==> src/logic/meter_consts.vh <==
/*
  Constants of the metering configuration register set: indirect addresses,
  bit positions, reset values and selector codes.
  Assumes inclusion by bare name from the design files.
*/
`ifndef METER_CONSTS_VH
`define METER_CONSTS_VH

`define ADDR_CONTROL_A      7'h0b
`define ADDR_CONTROL_B      7'h0c
`define ADDR_PULSE_TWO_NUM  7'h29
`define ADDR_PULSE_TWO_DEN  7'h2a
`define ADDR_CONTROL_C      7'h2b
`define ADDR_RESERVED_A     7'h3b
`define ADDR_RESERVED_B     7'h3c
`define ADDR_CALIBRATION    7'h3d
`define ADDR_RESERVED_C     7'h3e
`define ADDR_RESERVED_D     7'h3f

`define RST_CONTROL_A       8'h06
`define RST_CONTROL_B       8'h40
`define RST_PULSE_TWO_NUM   16'h0000
`define RST_PULSE_TWO_DEN   16'h003f
`define RST_CONTROL_C       8'h00
`define RST_RESERVED_A      8'h00
`define RST_RESERVED_B      16'h0300
`define RST_CALIBRATION     8'h00
`define RST_RESERVED_C      8'h00
`define RST_RESERVED_D      8'h00

`define BIT_SOFT_RESET      7
`define BIT_ZX_FILTER_BYP   6
`define BIT_INTEGRATOR      5
`define BIT_CHANNEL_SWAP    4
`define BIT_ADC_POWER_DOWN  3
`define BIT_PULSE_TWO_DIS   2
`define BIT_PULSE_ONE_DIS   1
`define BIT_HIGHPASS_BYP    0

`define MSB_PULSE_TWO_SRC   7
`define LSB_PULSE_TWO_SRC   6
`define MSB_PULSE_ONE_SRC   5
`define LSB_PULSE_ONE_SRC   4
`define BIT_APPARENT_RMS    3
`define BIT_RMS_SYNC        2
`define BIT_PERIOD_FREQ     1
`define BIT_WAVE_ENABLE     0

`define SRC_ACTIVE          2'h0
`define SRC_REACTIVE        2'h1
`define SRC_APPARENT_RMS    2'h2
`define SRC_RMS             2'h3

`endif

==> src/logic/source_decode.v <==
/*
  Decodes one pulse output's two-bit source field into a quantity code.
  Assumes the field and the apparent-or-rms bit come from registers.
*/
`timescale 1ns/1ns
`default_nettype none
`include "meter_consts.vh"

module source_decode (
  // Selection
  input  wire [1:0] source_field,
  input  wire       rms_instead,
  // Quantity: 0 active, 1 reactive, 2 apparent, 3 current rms
  output reg  [1:0] quantity
);

  always @* begin
    if (source_field[1]) begin
      quantity = rms_instead ? `SRC_RMS : `SRC_APPARENT_RMS;
    end else if (source_field[0]) begin
      quantity = `SRC_REACTIVE;
    end else begin
      quantity = `SRC_ACTIVE;
    end
  end

endmodule // source_decode

`default_nettype wire

==> src/logic/metering_config.v <==
/*
  Configuration register set of the metering front end, reached by the
  on-chip controller through the indirect address pointer with a write
  strobe and a combinational read port. Holds both mode registers, the
  output-two scaling pair, the third mode and calibration registers and
  the reserved registers, and decodes the controls for the datapath.
  Assumes the controller and datapath sit on the same clock.
*/
// Behaviour
// - Writing one to control A bit 7 returns all metering registers to defaults.
// - Control A bit 6 bypasses the zero-crossing low-pass filter; default off.
// - Control A bit 5 switches the di/dt integrator into the current path.
// - Control A bit 4 swaps the two ADC channels' processing paths.
// - Control A bit 3 powers down both voltage and current ADCs.
// - Control A bit 2 resets to one and disables pulse output two.
// - Control A bit 1 resets to one and disables pulse output one.
// - Control A bit 0 bypasses both channels' high-pass filters.
// - Control B bits 7:6 pick pulse two source; reset reactive.
// - Control B bits 5:4 pick pulse one source; reset active.
// - Control B bit 3 chooses apparent power or current rms for 1x sources.
// - Control B bit 2 updates current rms in step with voltage zero crossings.
// - Control B bit 1 makes the line period result a frequency.
// - Control B bit 0 enables waveform sampling; default off.
// - Pulse two numerator and denominator are 16-bit, reset zero and 0x003f.
`timescale 1ns/1ns
`default_nettype none
`include "meter_consts.vh"

module metering_config (
  // Clock and reset
  input  wire        clock,
  input  wire        rst,
  // Indirect register port
  input  wire [6:0]  metering_address_pointer,
  input  wire        write_strobe,
  input  wire [15:0] write_data,
  output reg  [15:0] read_data,
  output reg         read_hit,
  // Channel and filter controls
  output reg         zero_cross_filter_bypass,
  output reg         integrator_enable,
  output reg         channel_swap,
  output reg         adc_power_down,
  output reg         highpass_bypass,
  output reg         metering_soft_reset,
  // Pulse outputs
  output reg         pulse_two_disable,
  output reg         pulse_one_disable,
  output wire [1:0]  pulse_two_quantity,
  output wire [1:0]  pulse_one_quantity,
  output reg         apparent_or_rms_select,
  output reg  [15:0] pulse_two_numerator,
  output reg  [15:0] pulse_two_denominator,
  // Measurement modes
  output reg         rms_sync_update,
  output reg         period_or_frequency_select,
  output reg         waveform_sampling_enable,
  output reg  [7:0]  metering_control_c,
  output reg  [7:0]  calibration_setup
);

  ////////////////////////////////////////////////////////////////////////////
  // Register storage.

  reg  [7:0]  control_a_q;
  reg  [7:0]  control_b_q;
  reg  [15:0] numerator_q;
  reg  [15:0] denominator_q;
  reg  [7:0]  control_c_q;
  reg  [7:0]  calibration_q;
  reg  [7:0]  reserved_a_q;
  reg  [15:0] reserved_b_q;
  reg  [7:0]  reserved_c_q;
  reg  [7:0]  reserved_d_q;
  reg         soft_reset_bit_q;
  wire        soft_reset_req;
  wire        load_defaults;

  // Per-register write enables.
  wire        write_control_a;
  wire        write_control_b;
  wire        write_numerator;
  wire        write_denominator;
  wire        write_control_c;
  wire        write_calibration;
  wire        write_reserved_a;
  wire        write_reserved_b;
  wire        write_reserved_c;
  wire        write_reserved_d;

  // A write of one to the soft reset bit is taken as a request; the bit is
  // shown set for one cycle and then the whole set returns to defaults,
  // which also clears the bit itself.
  assign soft_reset_req = write_strobe
                          && (metering_address_pointer == `ADDR_CONTROL_A)
                          && write_data[`BIT_SOFT_RESET];

  // Hardware reset and the applied soft reset share one path, so both leave
  // exactly the same contents behind.
  assign load_defaults = rst || soft_reset_bit_q;

  ////////////////////////////////////////////////////////////////////////////
  // Write decode. Unmapped addresses enable nothing, so such writes are
  // dropped without a trace.

  assign write_control_a   = write_strobe && (metering_address_pointer == `ADDR_CONTROL_A);
  assign write_control_b   = write_strobe && (metering_address_pointer == `ADDR_CONTROL_B);
  assign write_numerator   = write_strobe && (metering_address_pointer == `ADDR_PULSE_TWO_NUM);
  assign write_denominator = write_strobe && (metering_address_pointer == `ADDR_PULSE_TWO_DEN);
  assign write_control_c   = write_strobe && (metering_address_pointer == `ADDR_CONTROL_C);
  assign write_calibration = write_strobe && (metering_address_pointer == `ADDR_CALIBRATION);
  assign write_reserved_a  = write_strobe && (metering_address_pointer == `ADDR_RESERVED_A);
  assign write_reserved_b  = write_strobe && (metering_address_pointer == `ADDR_RESERVED_B);
  assign write_reserved_c  = write_strobe && (metering_address_pointer == `ADDR_RESERVED_C);
  assign write_reserved_d  = write_strobe && (metering_address_pointer == `ADDR_RESERVED_D);

  ////////////////////////////////////////////////////////////////////////////
  // Register processes. The defaults win over any write in the same cycle,
  // so a write right behind a soft reset request is lost.

  // The request bit lives for one cycle; the defaults it triggers clear it.
  always @(posedge clock) begin
    if (load_defaults) begin
      soft_reset_bit_q <= 1'b0;
    end else begin
      soft_reset_bit_q <= soft_reset_req;
    end
  end

  // The rest of the byte is ignored on a soft reset request, so the
  // controls do not flicker for the one cycle before the defaults land.
  always @(posedge clock) begin
    if (load_defaults) begin
      control_a_q <= `RST_CONTROL_A;
    end else if (write_control_a && !write_data[`BIT_SOFT_RESET]) begin
      control_a_q <= {1'b0, write_data[6:0]};
    end
  end

  // Both source fields and the apparent-or-rms bit land in one write, so a
  // change of quantity never passes through a mixed setting.
  always @(posedge clock) begin
    if (load_defaults) begin
      control_b_q <= `RST_CONTROL_B;
    end else if (write_control_b) begin
      control_b_q <= write_data[7:0];
    end
  end

  // The scaling pair is written whole, each half of the ratio in one write.
  always @(posedge clock) begin
    if (load_defaults) begin
      numerator_q <= `RST_PULSE_TWO_NUM;
    end else if (write_numerator) begin
      numerator_q <= write_data;
    end
  end

  always @(posedge clock) begin
    if (load_defaults) begin
      denominator_q <= `RST_PULSE_TWO_DEN;
    end else if (write_denominator) begin
      denominator_q <= write_data;
    end
  end

  // Control C and the calibration byte are only stored here; their meaning
  // belongs to the datapath.
  always @(posedge clock) begin
    if (load_defaults) begin
      control_c_q <= `RST_CONTROL_C;
    end else if (write_control_c) begin
      control_c_q <= write_data[7:0];
    end
  end

  always @(posedge clock) begin
    if (load_defaults) begin
      calibration_q <= `RST_CALIBRATION;
    end else if (write_calibration) begin
      calibration_q <= write_data[7:0];
    end
  end

  // Reserved locations store what is written; keeping them at their
  // defaults is left to software.
  always @(posedge clock) begin
    if (load_defaults) begin
      reserved_a_q <= `RST_RESERVED_A;
    end else if (write_reserved_a) begin
      reserved_a_q <= write_data[7:0];
    end
  end

  always @(posedge clock) begin
    if (load_defaults) begin
      reserved_b_q <= `RST_RESERVED_B;
    end else if (write_reserved_b) begin
      reserved_b_q <= write_data;
    end
  end

  always @(posedge clock) begin
    if (load_defaults) begin
      reserved_c_q <= `RST_RESERVED_C;
    end else if (write_reserved_c) begin
      reserved_c_q <= write_data[7:0];
    end
  end

  always @(posedge clock) begin
    if (load_defaults) begin
      reserved_d_q <= `RST_RESERVED_D;
    end else if (write_reserved_d) begin
      reserved_d_q <= write_data[7:0];
    end
  end

  ////////////////////////////////////////////////////////////////////////////
  // Read port. Narrow registers sit in the low bits; unmapped reads give
  // zero with read_hit low.

  always @* begin
    read_data = 16'h0000;
    read_hit  = 1'b1;
    case (metering_address_pointer)
      `ADDR_CONTROL_A: begin
        read_data = {8'h00, soft_reset_bit_q, control_a_q[6:0]};
      end
      `ADDR_CONTROL_B: begin
        read_data = {8'h00, control_b_q};
      end
      `ADDR_PULSE_TWO_NUM: begin
        read_data = numerator_q;
      end
      `ADDR_PULSE_TWO_DEN: begin
        read_data = denominator_q;
      end
      `ADDR_CONTROL_C: begin
        read_data = {8'h00, control_c_q};
      end
      `ADDR_CALIBRATION: begin
        read_data = {8'h00, calibration_q};
      end
      `ADDR_RESERVED_A: begin
        read_data = {8'h00, reserved_a_q};
      end
      `ADDR_RESERVED_B: begin
        read_data = reserved_b_q;
      end
      `ADDR_RESERVED_C: begin
        read_data = {8'h00, reserved_c_q};
      end
      `ADDR_RESERVED_D: begin
        read_data = {8'h00, reserved_d_q};
      end
      default: begin
        read_hit = 1'b0;
      end
    endcase
  end

  ////////////////////////////////////////////////////////////////////////////
  // Controls to the datapath.

  always @* begin
    metering_soft_reset        = soft_reset_bit_q;
    zero_cross_filter_bypass   = control_a_q[`BIT_ZX_FILTER_BYP];
    integrator_enable          = control_a_q[`BIT_INTEGRATOR];
    channel_swap               = control_a_q[`BIT_CHANNEL_SWAP];
    adc_power_down             = control_a_q[`BIT_ADC_POWER_DOWN];
    pulse_two_disable          = control_a_q[`BIT_PULSE_TWO_DIS];
    pulse_one_disable          = control_a_q[`BIT_PULSE_ONE_DIS];
    highpass_bypass            = control_a_q[`BIT_HIGHPASS_BYP];
    apparent_or_rms_select     = control_b_q[`BIT_APPARENT_RMS];
    rms_sync_update            = control_b_q[`BIT_RMS_SYNC];
    period_or_frequency_select = control_b_q[`BIT_PERIOD_FREQ];
    waveform_sampling_enable   = control_b_q[`BIT_WAVE_ENABLE];
    pulse_two_numerator        = numerator_q;
    pulse_two_denominator      = denominator_q;
    metering_control_c         = control_c_q;
    calibration_setup          = calibration_q;
  end

  // Both outputs share the apparent-or-rms bit, so the mixed combination
  // that software must avoid cannot be encoded here anyway.
  source_decode pulse_two_dec (
    .source_field (control_b_q[`MSB_PULSE_TWO_SRC:`LSB_PULSE_TWO_SRC]),
    .rms_instead  (control_b_q[`BIT_APPARENT_RMS]),
    .quantity     (pulse_two_quantity)
  );

  source_decode pulse_one_dec (
    .source_field (control_b_q[`MSB_PULSE_ONE_SRC:`LSB_PULSE_ONE_SRC]),
    .rms_instead  (control_b_q[`BIT_APPARENT_RMS]),
    .quantity     (pulse_one_quantity)
  );

endmodule // metering_config

`default_nettype wire

==> config.mk <==
export PLATFORM = sky130hd
export DESIGN_NAME = metering_config
export DESIGN_NICKNAME = d
export VERILOG_FILES = /design/src/logic/source_decode.v /design/src/logic/metering_config.v
export VERILOG_INCLUDE_DIRS = /design/src /design/src/logic
export SDC_FILE = /design/constraint.sdc
export NUM_CORES = 1
export LEC_CHECK = 0
export ABC_AREA = 1
export BUFFER_PORTS_ARGS = -buffer_cell sky130_fd_sc_hd__buf_2
export CAP_MARGIN = 20
export CORE_UTILIZATION = 35
export DETAILED_ROUTE_END_ITERATION = 7
export PLACE_DENSITY = 0.61
export SYNTH_ARGS = -nofsm -noshare
export SYNTH_HDL_FRONTEND = slang
export SYNTH_SLANG_ARGS = --single-unit
==> constraint.sdc <==
create_clock -name clock -period 2.3 [get_ports clock]
set_clock_uncertainty 0.1 [all_clocks]
set_input_delay 0 -clock clock [delete_from_list [all_inputs] [get_ports clock]]
set_output_delay 0 -clock clock [all_outputs]
set_load 0.005 [all_outputs]
Word-level counts from Yosys, hierarchy flattened
Cells that the tools add are included.
- output and inout bits: 81
- logic and storage cells: 43
- input bits: 26
- bits in registers: 104
- multiplexer cells: 7
- equality and inequality tests: 10
- reduce and logical (&&, ||, !) cells: 15
- operator list (kind ; number):
    16-bit one-hot mux with 10 select lines ; 1
    7-bit by 6-bit equality test with 1-bit output (second input constant) ; 8
    7-bit by 4-bit equality test with 1-bit output (second input constant) ; 2
    1-bit logical AND ; 12
    10-bit OR reduction ; 1
    1-bit 2-to-1 mux ; 4
    2-bit 2-to-1 mux ; 2
    1-bit zero test ; 1
    1-bit logical OR ; 1

Longest topological paths before layout
- word-level depth: 3
- mapped depth: 10
- depth with buffers taken out: 9

Hierarchy
From an unflattened synthesis, not the netlist that was laid out.
- cell total of the unflattened synthesis: 788
- area, all modules: 5175.0 um2
- by module, submodules not included (module ; instances ; seq. area each (um2) ; cells an instance ; area an instance (um2)):
    metering_config ; 1 ; 2082.0 ; 778 ; 5129.9
    source_decode ; 2 ; 0.0 ; 5 ; 22.5

Worst setup path after synthesis
Ideal clock, no wire load.
- kind: register to register
- start point: register soft_reset_bit_q (netlist: metering_soft_reset)
- end point: register control_c_q[0] (netlist: metering_control_c[0])
- arrival time: 1.136 ns
- clock period less this slack: 1.369 ns
- path slack: 0.931 ns
- buffers on the path: 2
- stages on the path, launching flop included: 6
- library setup time: 0.132 ns
- required time: 2.068 ns
- cells stage by stage: dfxtp_1 nor2_2 inv_2 clkbuf_1 clkbuf_1 a21oi_1
- word-level cells in the longest chain between the ends: 1
- RTL lines (what ; RTL line ; text):
    start, declared ; metering_config.v:75 ; reg soft_reset_bit_q;
    start signal, assigned ; metering_config.v:126 ; soft_reset_bit_q <= soft_reset_req;
    1-bit logical OR ; metering_config.v:100 ; assign load_defaults = rst || soft_reset_bit_q;
    end signal, assigned ; metering_config.v:171 ; control_c_q <= `RST_CONTROL_C;
    end signal, assigned ; metering_config.v:173 ; control_c_q <= write_data[7:0];
    end, declared ; metering_config.v:69 ; reg [7:0] control_c_q;
No other way between the ends.
A chain may end at the register's enable or synchronous reset.

Final worst setup path
- start point: input metering_address_pointer[4]
- end point: output read_hit
- word-level cells in the longest chain between the ends: 3
- elaborated cells between the ends (all ways): 12
- classes of those cells: eq/ne: 10; mux: 1; reduce/logical: 1
- RTL lines (what ; RTL line ; text):
    start, declared ; metering_config.v:34 ; input wire [6:0] metering_address_pointer,
    7-bit by 4-bit equality test with 1-bit output or 7-bit by 6-bit equality test with 1-bit output (tied branches) ; metering_config.v:226 ; case (metering_address_pointer)
    10-bit OR reduction (no source line) * ; -- ;
    1-bit 2-to-1 mux * ; metering_config.v:226 ;
    end, declared ; metering_config.v:38 ; output reg read_hit,
Mark *: on every way between the ends. The rest lies on a longest branch, timed or not.

==> metrics.txt <==
Post-Route Setup TNS 0 ps; startpoint types input port; CTS tree yes; Max Clk Rate around 490 MHz; Post-Syn Area between 5000 and 6000 um2; clk slew on worst S/H paths 70 ps; Mapped Nets 795; clock power share between 40% and 50%; Net Sw Frac 25.7%; Avg Cell Area, Syn about 6.6 um2; first-pass detailed-route iteration total 5; endpoints failing setup 0; initial antenna violation count 0; average wire per standard cell 15.9 um; max_slew headroom approximately 57%; CTS max path bufs 2; max incr delay on CP 540 ps; Worst Path Buf+Inv 4; status finished, final reports clean; global-route wire length before repair 25.9 mm; dominant cell type by area after synthesis dfxtp_1; crit-path max FO 12; share of cells above drive strength 1 about a fifth; commonest non-fill, non-tap cell in the layout nand2_1; CTS resizes 0; Peak supply drop 0.000331 V; Int Power 2.61 mW; Via Count ~5400; Sequential Power Share 51.4%; io pins ~110; via density per instance just over 5; non-filler cells, final 1050; clock sink total 104; synthesis-stage register bit count 104; total number of yosys warnings 0; Worst Setup End Kind output port; H-tree depth 3; Core ar. 14000 um2; CP arrival around 1900 ps; worst hold path type input port to flip-flop; Placer Congestion ~0.83; initial core utilization 36.2%; gr usage total 22.9%; fin crit period 2040 ps; DR iter-0 viols 480; P per Cell Area 568 nW/um2; Area Growth Syn to Fin 21.9%; vias in the first global route 4719; Antenna Nets Post-Route 0; placed cell area 5760 um2; post-DP HPWL 11.3 mm; input/output buffers 106; Synth area leaders dfxtp_1 41%, nand2_1 17%, nand3_1 9.2%, nor2_1 6.6%, nand4_1 5.9%; max-slew violations 0; RSZ-0062 raised after global routing no; worst-margin pin slew ~650 ps; Setup CP Type input port to output port; Clk Latency, worst-skew pair about 360 ps; WP data required ~2200 ps; final period utilization 88.9%; Mapped Cells 769; area fraction of the dominant cell type after synthesis 41.0%; Hold Violations, Final 0; CP delay by family, top buffers and inverters; TritonCTS Buffers 9; ant diodes 0; part of the Yosys area used for sequential elements approximately 40%; GR Overflow Total 0; max cap viols 0; largest net degree at the start of global routing 58; Root Buffer clkbuf_16; most frequent cells in the layout 232 x nand2_1, 106 x buf_2, 104 x dfxtp_1; die area 15000 um2; placed insts 1017; post-route cell area 6200 um2; Leak 2.87 nW; DRC viols 0; Die Ht 123 um; Logic pwr share 7.4%; final wirelength 16.7 mm; cells along the critical path dlygate4sd3_1 > buf_2 > nor2_4 > buf_4 > nand2_1 > nand2_1 > nor2_1 > nand4_1 > buf_2; Yosys cell types 23; Slowest cell on crit path dlygate4sd3_1; num rows 43; nets 891; Net Switching between 0.9 and 1 mW; Die Wd 123 um
[per-stage QoR]
| step | hold WS, ps | setup slack [ps] | total power, mW | utilization, % |
|---|---|---|---|---|
| after floorplan | 26.3 | 931 | 1.98 | - |
| after global placement | 162 | 662 | 2.09 | 41.0 |
| after detailed placement | 159 | 635 | 2.08 | 41.0 |
| after CTS | 16.2 | 280 | 3.52 | 44.1 |
| after global routing | 33.9 | 140 | 3.62 | 44.1 |
| final | 13.4 | 256 | 3.52 | 44.1 |
[per-layer routing]
metal  GRT usage, %  part of all wire [%]  vias to the layer above
met4           7.70                   1.7                        0
met5              0                     0                        -
li1               -                     -                     2700
met1           32.5                    48                     2444
met2           34.4                    44                      191
met3           4.37                   7.1                       17
[cells in the mapped netlist]
cell type / count
inv_2: 4
buf_2: 21
a21oi_1: 58
inv_1: 46
nand3_1: 93
nor3_1: 1
buf_4: 5
nand2_2: 3
clkinv_1: 1
nor2_4: 5
nor2_2: 6
nand3_2: 2
o211ai_1: 14
o21ai_0: 3
clkinv_2: 1
dfxtp_1: 104
mux2_2: 2
nand2_1: 232
nor2_1: 90
buf_1: 2
nand4_1: 48
clkbuf_1: 24
clkbuf_2: 4
[worst min-delay path, stage by stage]
cell,delay (ps)
buf_2,100
nor2_4,40
inv_2,220
a21oi_1,60
[repair_timing]
| item | in CTS | in global routing |
|---|---|---|
| hold buffers | 17 | 0 |
| setup buffers | 0 | 0 |
| hold endpoints to repair | 76 | 0 |
[power groups by stage]
| stage | Sequential [mW] | Clock, mW | Combinational, mW |
|---|---|---|---|
| after floorplan | 1.85 | 0 | 0.135 |
| after global placement | 1.85 | 0 | 0.236 |
| after detailed placement | 1.85 | 0 | 0.234 |
| after CTS | 1.81 | 1.46 | 0.256 |
| after global routing | 1.81 | 1.54 | 0.279 |
| final | 1.81 | 1.45 | 0.259 |
[cell families after synthesis]
family | after synthesis | share of synthesized area [%]
compound gates | 75 | 8.07
flops | 104 | 41.0
mux | 2 | 0.443
buf+inv | 108 | 8.98
simple gates | 480 | 41.5
[worst paths after layout]
path                                                  to  slack (ps)  depth (start not counted)                   startpoint
worst max-delay path                            read_hit         260                          9  metering_address_pointer[4]
worst min-delay path              pulse_two_numerator[7]          10                          4                          rst
worst max register to register  pulse_two_denominator[0]         930                          3          metering_soft_reset
worst min register to register           reserved_b_q[9]         370                          2              reserved_b_q[9]
[registers in the layout (all words and copies together), names as in the netlist]
name,cells
metering_soft_reset,1
reserved_d_q,8
reserved_b_q,16
reserved_a_q,8
pulse_two_numerator,16
control_a_q,7
calibration_setup,8
reserved_c_q,8
metering_control_c,8
pulse_two_denominator,16
control_b_q,8
[layout make-up]
cell class / count / area (um2)
clock buffers: 11 / 233
multi-input cells: 557 / 2550
inverters: 52 / 196
fillers: 1440 / 7850
clock inverters: 5 / 33.8
repair buffers: 141 / 873
well taps: 180 / 225
flip-flops and latches: 104 / 2080
(Power assumes the default switching activity.)
